===== src/inc/sap_pkg.sv =====
/*
 * sap_pkg: constants shared by the converter control logic.
 * Assumes a 10 MHz system clock and plain ports, no register bus.
 */
package sap_pkg;
    // ------------------------------------------------------------
    // control byte fields
    // ------------------------------------------------------------
    localparam int PWR_HI = 7;
    localparam int PWR_LO = 6;
    localparam int ACQ_BIT = 5;
    localparam int CFG_BIT = 4;
    localparam int POL_BIT = 3;
    localparam int ADR_HI = 2;
    localparam logic [1:0] PWR_FULL_DOWN = 2'h0;
    localparam logic [1:0] PWR_STANDBY = 2'h1;
    localparam logic [1:0] PWR_INT_CLK = 2'h2;
    localparam logic [1:0] PWR_EXT_CLK = 2'h3;
    localparam logic [7:0] CTRL_RESET = 8'h00;
    // ------------------------------------------------------------
    // widths and timing
    // ------------------------------------------------------------
    localparam int RES_BITS = 12;
    localparam int CHANNELS = 6;
    localparam int ACQ_EDGES = 4;
    localparam logic [3:0] RES_BITS_C = 4'hC;
    localparam logic [2:0] ACQ_EDGES_C = 3'h4;
    localparam int INT_CLK_DIV = 2;
    localparam logic [1:0] INT_DIV_MAX = 2'h1;
    localparam logic [2:0] CH_NONE = 3'h7;
    localparam logic [2:0] CH_LAST = 3'h5;
    typedef enum logic [2:0] {
        SAP_IDLE, SAP_ACQ_INT, SAP_ACQ_EXT, SAP_CONV, SAP_DONE
    } sap_state_e;
endpackage : sap_pkg


===== src/hdl/sap_ctrl.sv =====
/*
 * sap_ctrl: host port and sequencing for a 12-bit SAR converter.
 * Assumes the host strobes and the conversion clock pin are asynchronous
 * and are synchronised here; the analog side gives a comparator answer.
 */
`timescale 1ns/1ps
module sap_ctrl (
    input wire logic i_clk,
    input wire logic i_rstn,
    input wire logic i_cs_n,
    input wire logic i_rd_n,
    input wire logic i_wr_n,
    input wire logic i_conv_clk,
    input wire logic [7:0] i_data_in,
    input wire logic i_cmp_high,
    output logic [11:0] o_data_out,
    output logic [11:0] o_data_oe_n,
    output logic o_done_n,
    output logic o_done_oe_n,
    output logic [5:0] o_pos_select,
    output logic [5:0] o_neg_select,
    output logic o_neg_common,
    output logic o_track,
    output logic o_unipolar,
    output logic o_powered,
    output logic o_standby,
    output logic [11:0] o_dac_code
);
    // ------------------------------------------------------------
    // pin synchronisers: first stage is read only by the second
    // ------------------------------------------------------------
    logic [3:0] s1_r, s2_r, s3_r;
    logic [7:0] din1_r, din2_r;
    // clock pin bit presets low: a static pin at either level then gives
    // no false falling edge after reset
    always_ff @(posedge i_clk) begin
        if (!i_rstn) begin
            s1_r <= 4'hE;
            s2_r <= 4'hE;
            s3_r <= 4'hE;
            din1_r <= 8'h00;
            din2_r <= 8'h00;
        end else begin
            s1_r <= {i_cs_n, i_rd_n, i_wr_n, i_conv_clk};
            s2_r <= s1_r;
            s3_r <= s2_r;
            din1_r <= i_data_in; // host holds the byte across the write
            din2_r <= din1_r;
        end
    end
    logic cs_n, rd_fall, wr_rise, eclk_fall;
    assign cs_n = s2_r[3];
    assign rd_fall = s3_r[2] & ~s2_r[2];
    assign wr_rise = ~s3_r[1] & s2_r[1];
    assign eclk_fall = s3_r[0] & ~s2_r[0];

    // ------------------------------------------------------------
    // internal clock divider; falling edge is the enable pulse
    // ------------------------------------------------------------
    logic [1:0] div_r, div_nxt;
    logic iclk_fall;
    assign div_nxt = (div_r == sap_pkg::INT_DIV_MAX) ? 2'h0 : div_r + 2'h1;
    always_ff @(posedge i_clk) begin
        if (!i_rstn) div_r <= 2'h0;
        else div_r <= div_nxt;
    end
    assign iclk_fall = (div_r == sap_pkg::INT_DIV_MAX);

    // ------------------------------------------------------------
    // main sequencer
    // ------------------------------------------------------------
    sap_pkg::sap_state_e st_r, st_nxt;
    logic [7:0] ctrl_r, ctrl_nxt;
    logic [2:0] edges_r, edges_nxt;
    logic done_n_r, done_n_nxt, drive_r, drive_nxt;
    logic [11:0] data_r, data_nxt;
    logic step, start, sar_done;
    logic [11:0] sar_res;
    logic ext_clk_mode, wr_ok;

    assign ext_clk_mode = (ctrl_r[7:6] == sap_pkg::PWR_EXT_CLK);
    // in external mode the host clock paces the acquisition edges and the sar steps
    assign step = ext_clk_mode ? eclk_fall : iclk_fall;
    assign wr_ok = wr_rise & ~cs_n;
    // the sar is armed as the hold switch opens
    assign start = (st_r != sap_pkg::SAP_CONV) && (st_nxt == sap_pkg::SAP_CONV);

    always_comb begin
        st_nxt = st_r;
        ctrl_nxt = ctrl_r;
        edges_nxt = edges_r;
        done_n_nxt = done_n_r;
        drive_nxt = drive_r;
        data_nxt = data_r;
        if (cs_n) drive_nxt = 1'b0;
        else if (rd_fall) begin
            drive_nxt = 1'b1;
            done_n_nxt = 1'b1;
        end
        unique case (st_r)
            sap_pkg::SAP_IDLE, sap_pkg::SAP_DONE: begin
                if (wr_ok) begin
                    ctrl_nxt = din2_r;
                    edges_nxt = 3'h0;
                    if (din2_r[sap_pkg::PWR_HI] == 1'b0)
                        st_nxt = sap_pkg::SAP_IDLE;
                    else if (din2_r[sap_pkg::ACQ_BIT])
                        st_nxt = sap_pkg::SAP_ACQ_EXT;
                    else
                        st_nxt = sap_pkg::SAP_ACQ_INT;
                end
            end
            sap_pkg::SAP_ACQ_INT: begin
                if (step) begin
                    edges_nxt = edges_r + 3'h1;
                    if (edges_r + 3'h1 == sap_pkg::ACQ_EDGES_C)
                        st_nxt = sap_pkg::SAP_CONV;
                end
            end
            sap_pkg::SAP_ACQ_EXT: begin
                if (wr_ok) st_nxt = sap_pkg::SAP_CONV;
            end
            sap_pkg::SAP_CONV: begin
                if (sar_done) begin
                    data_nxt = sar_res;
                    done_n_nxt = 1'b0;
                    st_nxt = sap_pkg::SAP_DONE;
                end
            end
            default: st_nxt = sap_pkg::SAP_IDLE;
        endcase
        // a new control write clears the old completion flag
        if (wr_ok && (st_r == sap_pkg::SAP_IDLE || st_r == sap_pkg::SAP_DONE))
            done_n_nxt = 1'b1;
    end

    always_ff @(posedge i_clk) begin
        if (!i_rstn) begin
            st_r <= sap_pkg::SAP_IDLE;
            ctrl_r <= sap_pkg::CTRL_RESET;
            edges_r <= 3'h0;
            done_n_r <= 1'b1;
            drive_r <= 1'b0;
            data_r <= 12'h000;
        end else begin
            st_r <= st_nxt;
            ctrl_r <= ctrl_nxt;
            edges_r <= edges_nxt;
            done_n_r <= done_n_nxt;
            drive_r <= drive_nxt;
            data_r <= data_nxt;
        end
    end

    sap_sar u_sar (
        .i_clk(i_clk),
        .i_rstn(i_rstn),
        .i_start(start),
        .i_step(step && st_r == sap_pkg::SAP_CONV),
        .i_cmp_high(i_cmp_high),
        .o_trial(o_dac_code),
        .o_result(sar_res),
        .o_done(sar_done)
    );

    // ------------------------------------------------------------
    // input multiplexer: one select line per analog channel
    // ------------------------------------------------------------
    logic [2:0] adr, neg_ch;
    logic sgl;
    assign adr = ctrl_r[sap_pkg::ADR_HI:0];
    assign sgl = ctrl_r[sap_pkg::CFG_BIT];
    // pairs: 2 with 3, 4 with 5; codes 0,1,3 have no partner
    always_comb begin
        unique case (adr)
            3'h2: neg_ch = 3'h3;
            3'h4: neg_ch = 3'h5;
            3'h5: neg_ch = 3'h4;
            default: neg_ch = sap_pkg::CH_NONE;
        endcase
    end
    genvar g;
    generate
        for (g = 0; g < sap_pkg::CHANNELS; g++) begin : g_mux
            assign o_pos_select[g] = (adr == 3'(g));
            assign o_neg_select[g] = !sgl && (neg_ch == 3'(g));
        end
    endgenerate
    assign o_neg_common = sgl;
    assign o_track = (st_r == sap_pkg::SAP_ACQ_INT) ||
                     (st_r == sap_pkg::SAP_ACQ_EXT);
    assign o_unipolar = ctrl_r[sap_pkg::POL_BIT];
    assign o_powered = ctrl_r[sap_pkg::PWR_HI];
    assign o_standby = (ctrl_r[7:6] == sap_pkg::PWR_STANDBY);

    // ------------------------------------------------------------
    // pins: enables are low while driving
    // ------------------------------------------------------------
    assign o_data_out = data_r;
    assign o_data_oe_n = {12{~drive_r}};
    assign o_done_n = done_n_r;
    assign o_done_oe_n = cs_n;

    // ------------------------------------------------------------
    // checks
    // ------------------------------------------------------------
    property p_done_low;
        @(posedge i_clk) disable iff (!i_rstn)
        sar_done && st_r == sap_pkg::SAP_CONV |=> !o_done_n && o_data_out == $past(sar_res);
    endproperty
    a_done_low: assert property (p_done_low) else $error("flag not low");
    property p_read;
        @(posedge i_clk) disable iff (!i_rstn)
        !cs_n && rd_fall |=> o_data_oe_n == 12'h000;
    endproperty
    a_read: assert property (p_read) else $error("read not driven");
    property p_float;
        @(posedge i_clk) disable iff (!i_rstn)
        cs_n |-> o_done_oe_n ##1 o_data_oe_n == 12'hFFF;
    endproperty
    a_float: assert property (p_float) else $error("bus not floated");
    property p_int_acq;
        @(posedge i_clk) disable iff (!i_rstn)
        st_r == sap_pkg::SAP_IDLE && wr_ok && din2_r[7:5] == 3'h4
        |=> st_r == sap_pkg::SAP_ACQ_INT && ctrl_r == $past(din2_r);
    endproperty
    a_int_acq: assert property (p_int_acq) else $error("no acquire");
    property p_ext_acq;
        @(posedge i_clk) disable iff (!i_rstn)
        st_r == sap_pkg::SAP_ACQ_EXT && wr_ok |=> st_r == sap_pkg::SAP_CONV;
    endproperty
    a_ext_acq: assert property (p_ext_acq) else $error("no convert");
    property p_fourth;
        @(posedge i_clk) disable iff (!i_rstn)
        st_r == sap_pkg::SAP_ACQ_INT && step && edges_r == 3'h3
        |=> !o_track;
    endproperty
    a_fourth: assert property (p_fourth) else $error("hold late");
    property p_early;
        @(posedge i_clk) disable iff (!i_rstn)
        st_r == sap_pkg::SAP_ACQ_INT && edges_r < 3'h3 |=> o_track;
    endproperty
    a_early: assert property (p_early) else $error("hold early");
    property p_sgl;
        @(posedge i_clk) disable iff (!i_rstn)
        sgl |-> o_neg_common && o_neg_select == 6'h00 &&
            $onehot(o_pos_select) == (adr <= sap_pkg::CH_LAST);
    endproperty
    a_sgl: assert property (p_sgl) else $error("single mux");
    property p_dif;
        @(posedge i_clk) disable iff (!i_rstn)
        !sgl && adr == 3'h4 |-> o_neg_select == 6'h20 && !o_neg_common;
    endproperty
    a_dif: assert property (p_dif) else $error("pair mux");
    property p_pwr;
        @(posedge i_clk) disable iff (!i_rstn)
        st_r == sap_pkg::SAP_IDLE && wr_ok && !din2_r[7]
        |=> st_r == sap_pkg::SAP_IDLE && !o_powered;
    endproperty
    a_pwr: assert property (p_pwr) else $error("power down");
endmodule : sap_ctrl


===== src/hdl/sap_sar.sv =====
/*
 * sap_sar: twelve-bit successive approximation sequencer.
 * Assumes one step enable per conversion clock and an external comparator
 * whose answer is valid in the cycle the step enable is high.
 */
`timescale 1ns/1ps
module sap_sar (
    input wire logic i_clk,
    input wire logic i_rstn,
    input wire logic i_start,
    input wire logic i_step,
    input wire logic i_cmp_high,
    output logic [11:0] o_trial,
    output logic [11:0] o_result,
    output logic o_done
);
    logic [11:0] trial_r, trial_nxt, mask_r, mask_nxt, res_r, res_nxt;
    logic done_r, done_nxt;

    // ------------------------------------------------------------
    // bit trial: keep the bit when the comparator says input is higher
    // ------------------------------------------------------------
    always_comb begin
        logic [11:0] kept;
        kept = 12'h000;
        trial_nxt = trial_r;
        mask_nxt = mask_r;
        res_nxt = res_r;
        done_nxt = 1'b0;
        if (i_start) begin
            mask_nxt = 12'h800;
            trial_nxt = 12'h800;
        end else if (i_step && mask_r != 12'h000) begin
            kept = i_cmp_high ? trial_r : (trial_r & ~mask_r);
            mask_nxt = mask_r >> 1;
            trial_nxt = kept | (mask_r >> 1);
            if (mask_r == 12'h001) begin
                res_nxt = kept;
                done_nxt = 1'b1;
            end
        end
    end

    always_ff @(posedge i_clk) begin
        if (!i_rstn) begin
            trial_r <= 12'h000;
            mask_r <= 12'h000;
            res_r <= 12'h000;
            done_r <= 1'b0;
        end else begin
            trial_r <= trial_nxt;
            mask_r <= mask_nxt;
            res_r <= res_nxt;
            done_r <= done_nxt;
        end
    end

    assign o_trial = trial_r;
    assign o_result = res_r;
    assign o_done = done_r;
endmodule : sap_sar


===== config.mk =====
export PLATFORM = sky130hd
export DESIGN_NAME = sap_ctrl
export DESIGN_NICKNAME = d
export VERILOG_FILES = /design/src/inc/sap_pkg.sv /design/src/hdl/sap_ctrl.sv /design/src/hdl/sap_sar.sv
export SDC_FILE = /design/constraint.sdc
export NUM_CORES = 1
export LEC_CHECK = 0
export BUFFER_PORTS_ARGS = -buffer_cell sky130_fd_sc_hd__buf_2
export CAP_MARGIN = 20
export CORE_ASPECT_RATIO = 1.4
export CORE_MARGIN = 2
export CORE_UTILIZATION = 30
export CTS_BUF_LIST = sky130_fd_sc_hd__clkbuf_4 sky130_fd_sc_hd__clkbuf_8 sky130_fd_sc_hd__clkbuf_16
export DETAILED_ROUTE_END_ITERATION = 6
export PLACE_DENSITY = 0.57
export SETUP_SLACK_MARGIN = 0.5
export SYNTH_ARGS = -nofsm -noshare
export SYNTH_HDL_FRONTEND = slang
export SYNTH_SLANG_ARGS = --single-unit

===== constraint.sdc =====
create_clock -name i_clk -period 3.6 [get_ports i_clk]
set_input_delay 0.72 -clock i_clk [delete_from_list [all_inputs] [get_ports i_clk]]
set_output_delay 0.72 -clock i_clk [all_outputs]
set_load 0.01 [all_outputs]

==> Implementation_results.wiki, run 1 <==
{| class="wikitable"
! Metric !! Value
|-
| Cell internal power dissipation || 1547 µW
|-
| Weighted congestion at the end of routability-driven global placement || 0.7842
|-
| Slowest stage cell on the critical path || dfxtp_1
|-
| Number of antenna-violating nets in the routed design || 0
|-
| Total global-route track usage || 12.10%
|-
| Die height || 132.5 µm
|-
| Switching Fraction || 20.85%
|-
| Headroom to the max-slew limit || 40.36%
|-
| Endpoints failing setup || 0
|-
| Status || completed
|-
| Cell taking the most area after synthesis || dfxtp_1
|-
| First-pass GRT wire length || 12070 µm
|-
| Number of warnings printed during yosys synthesis || 0
|-
| Number of nets in the layout || 469
|-
| Standby leakage power || 0.001595 µW
|-
| Ant. Diodes || 0
|-
| # resized after CTS || 0
|-
| Crit start category || flop
|-
| Area Overhead vs Synth || 16.97%
|-
| Critical R2R Launch || st_r[0]$_SDFF_PN0_
|-
| Global route total overflow || 0
|-
| Vias in the first global route || 2560
|-
| Wire length per cell after detailed routing || 12.24 µm
|-
| Final clock skew || 0.004754 ns
|-
| Top-area cell type share of the netlist area || 52.60%
|-
| Final core occ || 36.33%
|-
| Switching power summed over all nets || 407.4 µW
|-
| Transition time at the pin with the least slew margin || 0.8921 ns
|-
| Effective utilization at floorplan || 31.06%
|-
| Number of placed instances, taps included || 584
|-
| Die footprint || 12700 µm²
|-
| Number of sinks driven by the clock tree || 93
|-
| Latest clock arrival within the worst-skew pair || 0.33 ns
|-
| DR DRC count || 0
|-
| Vias || 2743
|-
| CTS clock-pin slew for the worst setup and hold paths || 0.06 ns
|-
| RSZ-0062 raised after global routing || no
|-
| Vias per inst || 4.572
|-
| Clock tree from TritonCTS || done
|-
| Clock group share of total power || 43.4%
|-
| Post-CTS Setup Repair Bufs || 0
|-
| Leading cell types by total area after synthesis || dfxtp_1 53%, nand2_1 8.5%, a21oi_1 8.2%, nand2b_1 3.7%, and2_1 3.4%
|-
| Violation count after the first detailed-route iteration || 138
|-
| Number of buffer cells added on primary ports || 66
|-
| Count of endpoints failing hold in the final timing report || 0
|-
| Max capacitance violation total || 0
|-
| Cell Count, Final, Fillers Out || 600
|-
| Number of top-level design ports || 70
|-
| Antenna violations before repair || 0
|-
| Worst vdd ir || 0.2269 mV
|-
| Share of power burned in combinational logic || 2.8%
|-
| Beginning of the worst hold path || s1_r[3]$_SDFF_PN1_
|-
| Final setup TNS || 0 ns
|-
| Maximum number of pins on one net before global-route repair || 32
|-
| P per Cell Area || 471.9 nW/µm²
|-
| Worst setup startpoint || st_r[0]$_SDFF_PN0_
|-
| Number of buffers inserted during clock tree synthesis || 9
|-
| Classification of the worst setup path || reg -> reg
|-
| Dpl hpwl || 5189 µm
|-
| Number of H-tree levels || 3
|-
| Buffers and inverters on the worst path || 0
|-
| Sequential-to-total area share from yosys stat || 52.60%
|-
| Peak clock frequency supported by timing || 436.7 MHz
|-
| Fin crit period || 2.290 ns
|-
| Post-synth cell types || 42
|-
| Tot Pwr || 1954 µW
|-
| Worst reg2reg path depth || 5
|-
| CTS Root Cell || clkbuf_16
|-
| Destination of the worst register-to-register timing path || u_sar.o_done$_SDFF_PP0_
|-
| Site row count || 46
|-
| Slack of the worst reg-to-reg path || 1.31 ns
|-
| Arrival time of data at the critical path endpoint || 2.47 ns
|-
| Max-slew violations || 0
|-
| Die width || 95.80 µm
|-
| DRT Wirelength || 7343 µm
|-
| Proportion of layout cells with a drive suffix above 1 || 21.27%
|-
| Hold path depth || 1
|-
| Maximum net fanout on the critical path || 23
|-
| First-pass iteration count of the detailed router || 4
|-
| Cell area after synthesis || 3540 µm²
|-
| Post-synthesis sequential element count || 93
|-
| Worst path cell trace || nor3b_2 -> a21bo_2 -> o221a_2 -> o21ai_4 -> nor3_1
|-
| Core region area || 11400 µm²
|-
| Sequential Power Share || 53.8%
|-
| Total of hold buffers inserted after clock tree synthesis || 0
|-
| Peak per-stage delay on the critical path || 0.56 ns
|-
| Maximum clock path buffer count || 2
|-
| Required arrival time at the worst endpoint || 3.78 ns
|-
| Type of destination of the critical path || flop
|-
| Post-Syn Area per Cell || 8.783 µm²
|-
| Class of the worst hold path || reg -> reg
|-
| Fillers || 1228
|-
| Family with the most delay on the worst path || compound AO/OA/AOI/OAI gates
|-
| Cells after synthesis || 403
|-
| Capture endpoint of the worst hold path || s2_r[3]$_SDFF_PN1_
|-
| Final worst path period share || 63.61%
|}
[cells in the final DEF (no fill, tap or decap), types with 3 or more instances in the layout]
cell,Yosys,final
nand2b_1,21,21
nand2_1,80,80
ha_1,3,3
buf_2,2,67
o21ai_0,14,14
inv_1,7,7
and2_1,19,19
a21oi_1,58,58
nand3_1,19,19
nor3_1,6,6
clkinv_2,0,4
clkbuf_16,0,9
conb_1,1,3
dfxtp_1,93,93
buf_4,15,3
nor2b_1,4,4
nor2_1,11,11
a31oi_1,3,3
[cells in the mapped netlist]
cell,count
conb_1,1
a21bo_2,2
nand2b_4,1
buf_6,3
nor3_4,1
nand2b_1,21
nor4_1,2
xor2_1,1
xnor2_1,1
nand3_1,19
nand2_1,80
a211oi_1,1
buf_2,2
nor3_1,6
nor3b_2,1
and2_1,19
a21oi_2,1
a21oi_1,58
nor3b_1,2
clkbuf_1,15
or4_4,1
nand3b_1,2
nand4b_1,1
nor4_4,1
dfxtp_1,93
nor2_1,11
or2b_1,1
or3b_1,1
o221a_2,1
and4_4,1
nand4_1,1
and3_1,2
o21ai_0,14
or2_1,1
ha_1,3
o21ai_4,1
nor2b_1,4
buf_4,15
inv_1,7
o21a_1,1
o2111ai_1,1
a31oi_1,3
[state kept, by name, indices dropped and copies added (netlist names), 2 cells and up]
register / cells
o_data_out: 12
u_sar.o_trial: 12
s3_r: 3
u_sar.mask_r: 12
u_sar.o_result: 12
div_r: 2
din2_r: 8
din1_r: 8
ctrl_r: 7
s1_r: 4
s2_r: 4
st_r: 3
edges_r: 3
[kinds of logic (layout without fill, tap and decap cells)]
family | after synthesis | in the layout | synth area share [%]
DFF | 93 | 93 | 52.60
buffers and inverters | 42 | 93 | 6.752
AOI/OAI and AO/OA | 83 | 83 | 12.97
and+or+nand+nor | 179 | 179 | 26.02
adders and majority gates | 3 | 3 | 1.061
xor gates and xnor gates | 2 | 2 | 0.4950
other | 1 | 3 | 0.1059
[worst max path at each step]
stage | cells past startpoint | slack (ns) | to
finish | 5 | 1.31 | u_sar.o_done$_SDFF_PP0_
floorplan | 7 | 1.83 | u_sar.o_trial[2]$_SDFFE_PP0P_
detailed placement | 5 | 1.32 | u_sar.o_done$_SDFF_PP0_
global route | 5 | 1.14 | u_sar.o_done$_SDFF_PP0_
CTS | 5 | 1.31 | u_sar.o_done$_SDFF_PP0_
global placement | 5 | 1.40 | u_sar.o_done$_SDFF_PP0_
[routing by layer]
metal | vias to the layer above | track usage (%) | share of wire, %
met4 | 0 | 6.429 | 1.9
li1 | 1416 | - | -
met1 | 1274 | 14.74 | 44
met5 | - | 0 | 0
met3 | 7 | 3.246 | 4.7
met2 | 46 | 19.15 | 50
[power by group through the flow]
stage / logic (µW) / registers [µW] / clock network, µW
finish: 54.4 / 1050 / 849
global route: 62.9 / 1050 / 917
CTS: 55.5 / 1050 / 871
detailed placement: 55.4 / 1070 / 0
global placement: 54.1 / 1070 / 0
floorplan: 42.5 / 1070 / 0
[final cells by class]
class / instances / area [µm²] / area share [%]
multi-input cells: 270 / 1446 / 34.94
flip-flops and latches: 93 / 1862 / 44.97
clock inverters: 5 / 27.53 / 0.6649
repair buffers: 70 / 357.8 / 8.643
well taps: 144 / 180.2 / 4.352
inverters: 7 / 26.28 / 0.6346
clock buffers: 11 / 240.2 / 5.802
[metrics by stage]
| step | hold slack [ns] | setup slack, ns | area, µm² |
|---|---|---|---|
| after floorplan | 0.3863 | 1.833 | 3547 |
| after global placement | 0.3901 | 1.400 | 3867 |
| after detailed placement | 0.3954 | 1.324 | 3872 |
| after CTS | 0.4084 | 1.314 | 4140 |
| after global routing | 0.4254 | 1.138 | 4140 |
| final | 0.4037 | 1.310 | 4140 |
No activity file was read; power rests on OpenSTA's default activity.
==> run 2, diff against run 1 <==
--- a/config.mk
+++ b/config.mk
@@ -5,6 +5,7 @@
 export SDC_FILE = /design/constraint.sdc
 export NUM_CORES = 1
 export LEC_CHECK = 0
+export ABC_AREA = 1
 export BUFFER_PORTS_ARGS = -buffer_cell sky130_fd_sc_hd__buf_2
 export CAP_MARGIN = 20
 export CORE_ASPECT_RATIO = 1.4
@@ -12,7 +13,7 @@
 export CORE_UTILIZATION = 30
 export CTS_BUF_LIST = sky130_fd_sc_hd__clkbuf_4 sky130_fd_sc_hd__clkbuf_8 sky130_fd_sc_hd__clkbuf_16
 export DETAILED_ROUTE_END_ITERATION = 6
-export PLACE_DENSITY = 0.57
+export PLACE_DENSITY = 0.56
 export SETUP_SLACK_MARGIN = 0.5
 export SYNTH_ARGS = -nofsm -noshare
 export SYNTH_HDL_FRONTEND = slang
==> constraint.sdc (replaced) <==
create_clock -name i_clk -period 2.31 [get_ports i_clk]
set_input_delay 0.462 -clock i_clk [delete_from_list [all_inputs] [get_ports i_clk]]
set_output_delay 0.462 -clock i_clk [all_outputs]
set_load 0.01 [all_outputs]
==> run 2 against run 1 <==
Clock power grew 87%. Synthesized cell count grew 27%. Via count grew 13%. Critical path type is now reg -> out. Critical endpoint is now o_neg_select[5]. Largest cell class unchanged.
==> Implementation_results.wiki, run 2 <==
{| class="wikitable"
! Metric !! Value
|-
| Class of the worst hold path || in -> reg
|-
| Slowest stage cell on the critical path || dfxtp_2
|-
| Fin crit period || 1.727 ns
|-
| Destination of the worst register-to-register timing path || u_sar.o_trial[11]$_SDFFE_PN0P_
|-
| Fillers || 1314 (+7.0%)
|-
| Predominant post-synthesis flop cell || dfxtp_1
|-
| Wire length per cell after detailed routing || 10.69 µm (-13%)
|-
| P per Cell Area || 735.0 nW/µm² (+56%)
|-
| Minimum setup slack in the final design || 0.5827 ns (-0.7273 ns)
|-
| Maximum net fanout on the critical path || 6 (-74%)
|-
| Final clock skew || 0.006253 ns (+0.001499 ns)
|-
| Max capacitance violation total || 0 (unchanged)
|-
| Standby leakage power || 0.002157 µW (+35%)
|-
| Max-slew violations || 0 (unchanged)
|-
| Worst path cell trace || inv_1 -> nor4_1 -> buf_2
|-
| Slack of the worst reg-to-reg path || 0.71 ns (-0.60 ns)
|-
| Vias || 3094 (+13%)
|-
| Final worst path period share || 74.78%
|-
| Leading cell types by count after synthesis || 100 x nand2_1, 93 x dfxtp_1, 81 x inv_1, 75 x nor2_1, 26 x nand3_1
|-
| Area Overhead vs Synth || 18.66%
|-
| Multi-input gate area || 1465 µm² (+1.3%)
|-
| DRT Wirelength || 7687 µm (+4.7%)
|-
| EDFF count, synth || 0 (unchanged)
|-
| Clock tree from TritonCTS || done
|-
| Post-Syn Area per Cell || 7.453 µm² (-15%)
|-
| Total global-route track usage || 11.53% (-0.57 points)
|-
| Cell taking the most area after synthesis || dfxtp_1
|-
| Post-synthesis sequential element count || 93 (unchanged)
|-
| Classification of the worst setup path || reg -> out
|-
| Number of warnings printed during yosys synthesis || 0 (unchanged)
|-
| Number of antenna-violating nets in the routed design || 0 (unchanged)
|-
| Proportion of layout cells with a drive suffix above 1 || 18.63% (-2.6 points)
|-
| Highest-count cells in the layout ignoring fill and taps || 100 x nand2_1, 90 x dfxtp_1, 81 x inv_1
|-
| Top-area cell type share of the netlist area || 48.79% (-3.8 points)
|-
| Latest clock arrival within the worst-skew pair || 0.34 ns (about the same)
|-
| Peak clock frequency supported by timing || 578.9 MHz
|-
| Effective utilization at floorplan || 30.85% (-0.22 points)
|-
| Dpl hpwl || 5525 µm (+6.5%)
|-
| Sequential-to-total area share from yosys stat || 48.79% (-3.8 points)
|-
| Status || completed
|-
| Die height || 137.5 µm (+3.7%)
|-
| Vias per inst || 4.303 (-5.9%)
|-
| Arrival time of data at the critical path endpoint || 1.27 ns (-1.20 ns)
|-
| RSZ-0062 raised after global routing || no
|-
| Die width || 99.32 µm (+3.7%)
|-
| Required arrival time at the worst endpoint || 1.85 ns (-1.93 ns)
|-
| Leading cell types by total area after synthesis || dfxtp_1 49%, nand2_1 9.8%, inv_1 8.0%, nor2_1 7.4%, buf_4 3.7%
|-
| Transition time at the pin with the least slew margin || 0.7706 ns (-0.1215 ns)
|-
| Total of hold buffers inserted after clock tree synthesis || 0 (unchanged)
|-
| Vias in the first global route || 2738 (+7.0%)
|-
| Beginning of the worst hold path || i_conv_clk
|-
| Post-synth cell types || 32 (-24%)
|-
| Headroom to the max-slew limit || 48.57% (+8.2 points)
|-
| Hold path depth || 3 (+2)
|-
| Worst setup timing slack at the placement stage || 0.3626 ns (-0.9612 ns)
|-
| Die footprint || 13650 µm² (+7.5%)
|-
| Count of endpoints failing hold in the final timing report || 0 (unchanged)
|-
| Global route total overflow || 0 (unchanged)
|-
| Async set-or-reset flop fraction in the synthesized netlist || 0% (unchanged)
|-
| Ant. Diodes || 0 (unchanged)
|-
| Endpoints failing setup || 0 (unchanged)
|-
| Number of sinks driven by the clock tree || 93 (unchanged)
|-
| Core region area || 12370 µm² (+8.6%)
|-
| Critical R2R Launch || div_r[0]$_SDFF_PP0_
|-
| Worst vdd ir || 0.3117 mV (+37%)
|-
| CTS clock-pin slew for the worst setup and hold paths || 0.06 ns (about the same)
|-
| Cell area after synthesis || 3816 µm² (+7.8%)
|-
| Maximum number of pins on one net before global-route repair || 45 (+41%)
|-
| Type of destination of the critical path || primary output
|-
| First-pass iteration count of the detailed router || 4 (unchanged)
|-
| DR DRC count || 0 (unchanged)
|-
| Site row count || 48 (+4.3%)
|-
| Weighted congestion at the end of routability-driven global placement || 0.7991 (+1.9%)
|-
| Worst reg2reg path depth || 8 (+3)
|-
| Sequential cell area || 1866 µm² (+0.20%)
|-
| Crit start category || flop
|-
| Most common cell after layout, fill and taps aside || nand2_1
|-
| Cells after synthesis || 512 (+27%)
|-
| Antenna violations before repair || 0 (unchanged)
|-
| Maximum clock path buffer count || 2 (unchanged)
|-
| Number of H-tree levels || 3 (unchanged)
|-
| First-pass GRT wire length || 12630 µm (+4.7%)
|-
| Peak per-stage delay on the critical path || 0.37 ns (-0.19 ns)
|-
| Number of top-level design ports || 70 (unchanged)
|-
| Number of buffers inserted during clock tree synthesis || 9 (unchanged)
|-
| Number of nets in the layout || 582 (+24%)
|-
| Capture endpoint of the worst hold path || s1_r[0]$_SDFF_PN0_
|-
| Most common cell in the netlist || nand2_1
|-
| Number of buffer cells added on primary ports || 66 (unchanged)
|-
| CTS Root Cell || clkbuf_16
|-
| Violation count after the first detailed-route iteration || 113 (-18%)
|-
| Final setup TNS || 0 ns (unchanged)
|}
run 2: kinds of logic after synthesis:
| family | count (synthesis) | share of synthesized area (%) |
|---|---|---|
| AOI/OAI and AO/OA | 63 | 9.213 |
| xor gates and xnor gates | 1 | 0.2296 |
| adders and majority gates | 3 | 0.9837 |
| buffers and inverters | 115 | 13.57 |
| DFF | 93 | 48.79 |
| other | 1 | 0.09827 |
| and+or+nand+nor | 236 | 27.11 |
run 2: worst max path at each step:
stage                      startpoint                        endpoint  slack, ns  depth (start not counted)
5_1_grt        ctrl_r[2]$_SDFFE_PN0P_                 o_neg_select[5]       0.52                          3
6_report       ctrl_r[2]$_SDFFE_PN0P_                 o_neg_select[5]       0.58                          3
3_3_place_gp       st_r[1]$_SDFF_PN0_  u_sar.o_result[6]$_SDFFE_PN0P_       0.46                          7
2_1_floorplan     div_r[1]$_SDFF_PP0_    u_sar.mask_r[8]$_SDFFE_PP0P_       0.90                         12
3_5_place_dp       st_r[1]$_SDFF_PN0_  u_sar.o_result[6]$_SDFFE_PN0P_       0.36                          7
4_1_cts        ctrl_r[1]$_SDFFE_PN0P_                 o_neg_select[3]       0.52                          3
run 2: critical path: cells and delay by family, from the launching register on:
kind | cells | cell delay, ns
flops | 1 | 0.37
simple gates | 1 | 0.27
buf+inv | 2 | 0.29
run 2: final cells by class:
type                            count  share of cell area (%)
Sequential cell                    93                   41.20
Clock inverter                      5                   1.851
Inverter                           83                   6.880
Clock buffer                       11                   5.443
Tap cell                          150                   4.145
Timing Repair Buffer               71                   8.124
Multi-Input combinational cell    306                   32.36
run 2: timing repair:
item / 4_1_cts / 5_1_grt
buffers inserted: 0 / 2
endpoints found under the setup margin: 35 / 40
pin swaps: 0 / 1
hold endpoints to repair: 0 / 0
gates resized for setup: 2 / 4
run 2: routing by layer:
layer	share of wire, %	GRT usage [%]	wire, µm	up-vias
met1	47	14.27	3598	1370
met5	0	0	0	-
met3	3.4	2.943	264	10
met2	48	18.84	3707	51
met4	1.5	5.251	116	0
li1	-	-	-	1663
run 2: per-stage QoR:
| step | total power (µW) | utilization (%) | area [µm²] | hold WS, ns | instances |
|---|---|---|---|---|---|
| final | 3328 | 36.60 | 4528 | 0.3027 | 719 |
| after global routing | 3449 | 36.60 | 4528 | 0.3043 | 719 |
| after CTS | 3373 | 36.38 | 4501 | 0.2914 | 717 |
| after detailed placement | 1773 | 33.61 | 4158 | 0.3987 | 701 |
| after global placement | 1769 | 33.61 | 4158 | 0.3927 | 701 |
| after floorplan | 1748 | - | 3824 | 0.3905 | 514 |
run 2: where the power goes:
| group | total, µW | internal (µW) | leakage (µW) | switching [µW] |
|---|---|---|---|---|
| Clock | 1590 | 991 | 0.000155 | 602 |
| Combinational | 95.7 | 33.4 | 0.00124 | 62.3 |
| Sequential | 1640 | 1630 | 0.000757 | 9.34 |
==> run 3, diff against run 2 <==
==> constraint.sdc (replaced) <==
create_clock -name i_clk -period 1.6 [get_ports i_clk]
set_input_delay 0.32 -clock i_clk [delete_from_list [all_inputs] [get_ports i_clk]]
set_output_delay 0.32 -clock i_clk [all_outputs]
set_load 0.01 [all_outputs]
==> run 3 against run 2 <==
Design area rose by 39%. Critical path type unchanged. Sequential share of layout area is 10 points lower. Combinational power grew to 2.7 times the previous value.
==> Implementation_results.wiki, run 3 (synthesized netlist as in run 2, its figures left out) <==
{| class="wikitable"
! Metric !! Value
|-
| Maximum net fanout on the critical path || 5 (-1)
|-
| Ant. Diodes || 0 (unchanged)
|-
| Antenna violations before repair || 0 (unchanged)
|-
| RSZ-0062 raised after global routing || yes
|-
| Die height || 137.5 µm (unchanged)
|-
| Met3 usage || 2.841% (-0.10 points)
|-
| Total of hold buffers inserted after clock tree synthesis || 0 (unchanged)
|-
| Peak per-stage delay on the critical path || 0.39 ns (+0.02 ns)
|-
| CTS clock-pin slew for the worst setup and hold paths || 0.06 ns (about the same)
|-
| Latest clock arrival within the worst-skew pair || 0.34 ns (about the same)
|-
| Standby leakage power || 0.002715 µW (+26%)
|-
| Violation count after the first detailed-route iteration || 124 (+9.7%)
|-
| Buffers and inverters on the worst path || 3 (+1)
|-
| Global route total overflow || 0 (unchanged)
|-
| Headroom to the max-slew limit || 65.57% (+17 points)
|-
| Arrival time of data at the critical path endpoint || 1.20 ns (-0.07 ns)
|-
| Met2 track utilization from global routing || 26.84% (+8.0 points)
|-
| Endpoints failing setup || 0 (unchanged)
|-
| Number of H-tree levels || 3 (unchanged)
|-
| Number of buffers inserted during clock tree synthesis || 9 (unchanged)
|-
| Die width || 99.32 µm (unchanged)
|-
| Required arrival time at the worst endpoint || 1.28 ns (-0.57 ns)
|-
| Status || completed
|-
| DR DRC count || 0 (unchanged)
|-
| Weighted congestion at the end of routability-driven global placement || 0.7715 (-3.5%)
|-
| First-pass iteration count of the detailed router || 4 (unchanged)
|-
| Highest-count cells in the layout ignoring fill and taps || 76 x nand2_1, 55 x inv_1, 53 x buf_6
|-
| Type of destination of the critical path || primary output
|-
| Final clock skew || 0.008577 ns (+0.002324 ns)
|-
| Wire length per cell after detailed routing || 13.57 µm (+27%)
|-
| Clock tree from TritonCTS || done
|-
| Most common cell after layout, fill and taps aside || nand2_1
|-
| Peak clock frequency supported by timing || 656.9 MHz
|-
| Family with the most delay on the worst path || flip-flops
|-
| Final setup TNS || 0 ns (unchanged)
|-
| First-pass GRT wire length || 16150 µm (+28%)
|-
| Site row count || 48 (unchanged)
|-
| Number of antenna-violating nets in the routed design || 0 (unchanged)
|-
| Slowest stage cell on the critical path || dfxtp_4
|-
| Final worst path period share || 95.14%
|-
| Most used routing layer || met2
|-
| Worst vdd ir || 0.4999 mV (+60%)
|-
| GR Util met1 || 16.65% (+2.4 points)
|-
| DRT Wirelength || 10660 µm (+39%)
|-
| Area Overhead vs Synth || 65.25%
|-
| Number of sinks driven by the clock tree || 93 (unchanged)
|-
| Die footprint || 13650 µm² (unchanged)
|-
| Transition time at the pin with the least slew margin || 0.5118 ns (-0.2588 ns)
|-
| Core region area || 12370 µm² (unchanged)
|-
| CTS Root Cell || clkbuf_16
|-
| Dpl hpwl || 5974 µm (+8.1%)
|-
| Count of endpoints failing hold in the final timing report || 0 (unchanged)
|-
| Number of buffer cells added on primary ports || 66 (unchanged)
|-
| Cell Area, Placed || 4348 µm² (+4.6%)
|-
| Design Area, Final || 6306 µm² (+39%)
|-
| Worst path cell trace || inv_6 -> buf_4 -> nor3_2 -> buf_2
|-
| Total global-route track usage || 14.74% (+3.2 points)
|-
| Max-slew violations || 0 (unchanged)
|-
| Vias per inst || 4.598 (+6.8%)
|-
| Effective utilization at floorplan || 30.85% (unchanged)
|-
| Fin crit period || 1.522 ns
|-
| Number of nets in the layout || 649 (+12%)
|-
| Vias in the first global route || 3438 (+26%)
|-
| Proportion of layout cells with a drive suffix above 1 || 55.97% (+37 points)
|-
| Class of the worst hold path || in -> reg
|-
| Max capacitance violation total || 0 (unchanged)
|-
| Crit start category || flop
|-
| Number of top-level design ports || 70 (unchanged)
|-
| Fillers || 1080 (-18%)
|-
| Maximum number of pins on one net before global-route repair || 17 (-62%)
|-
| P per Cell Area || 767.1 nW/µm² (+4.4%)
|-
| Classification of the worst setup path || reg -> out
|-
| Vias || 3614 (+17%)
|-
| Maximum clock path buffer count || 2 (unchanged)
|}
==> run 3: worst register-to-register path, stage by stage (launching register included) <==
cell and delay, ns:
dfxtp_2 0.31, inv_2 0.05, ha_4 0.13, inv_2 0.03
nand2_2 0.07, nand2_4 0.08, nor2_8 0.17, buf_12 0.13
buf_12 0.11, nand3_4 0.12, nand2_2 0.10, nand2_1 0.04
nor2_1 0.09
==> run 3: layout make-up <==
class | instances | area [µm²] | share of cell area (%)
inverter | 83 | 344.1 | 5.456
timing repair buffer | 130 | 1300 | 20.62
tap | 150 | 187.7 | 2.976
clock buffer | 11 | 252.7 | 4.008
clock inverter | 5 | 63.81 | 1.012
sequential | 93 | 1937 | 30.71
multi-input combinational | 312 | 2205 | 34.96
timing repair inverter | 2 | 16.27 | 0.2579
==> run 3: layer usage <==
metal  part of all wire [%]  vias up  wire [µm]
met5                      0        -          0
met4                    2.1        0        228
met3                    2.8       15        303
met2                     54       61       5774
met1                     41     1724       4359
li1                       -     1814          -
==> run 3: timing repair <==
item / 4_1_cts / 5_1_grt
buffers inserted: 26 / 18
resized for setup: 156 / 144
pin swaps: 22 / 54
cloned: 9 / 4
endpoints found under the setup margin: 104 / 116
==> run 3: worst paths after layout <==
check / depth (start not counted) / slack [ns] / startpoint / to
worst min-delay path: 3 / 0.16 / i_data_in[0] / din1_r[0]$_SDFF_PN0_
worst max register to register: 12 / 0.10 / div_r[1]$_SDFF_PP0_ / u_sar.o_result[9]$_SDFFE_PN0P_
worst min register to register: 2 / 0.41 / din1_r[6]$_SDFF_PN0_ / din2_r[6]$_SDFF_PN0_
worst max-delay path: 4 / 0.08 / ctrl_r[2]$_SDFFE_PN0P_ / o_pos_select[4]
==> run 3: report_power, final <==
group	internal [µW]	switching (µW)	total [µW]	leakage [µW]
registers	2340	18.4	2360	0.000778
logic	118	137	255	0.00178
clock network	1310	912	2220	0.000153
total	3770	1070	4840	0.00272
==> run 3: stage by stage <==
| stage | worst slack, ns | hold WS (ns) | utilization [%] | cells | power, µW |
|---|---|---|---|---|---|
| 2_1_floorplan | 0.2102 | 0.3905 | - | 514 | 2531 |
| 3_3_place_gp | 0.1034 | 0.3934 | 35.14 | 713 | 2572 |
| 3_5_place_dp | 0.07233 | 0.3971 | 35.14 | 713 | 2577 |
| 4_1_cts | 0.07329 | 0.1526 | 45.06 | 764 | 4835 |
| 5_1_grt | 0.01244 | 0.1613 | 50.97 | 786 | 5014 |
| 6_report | 0.07770 | 0.1586 | 50.97 | 786 | 4837 |
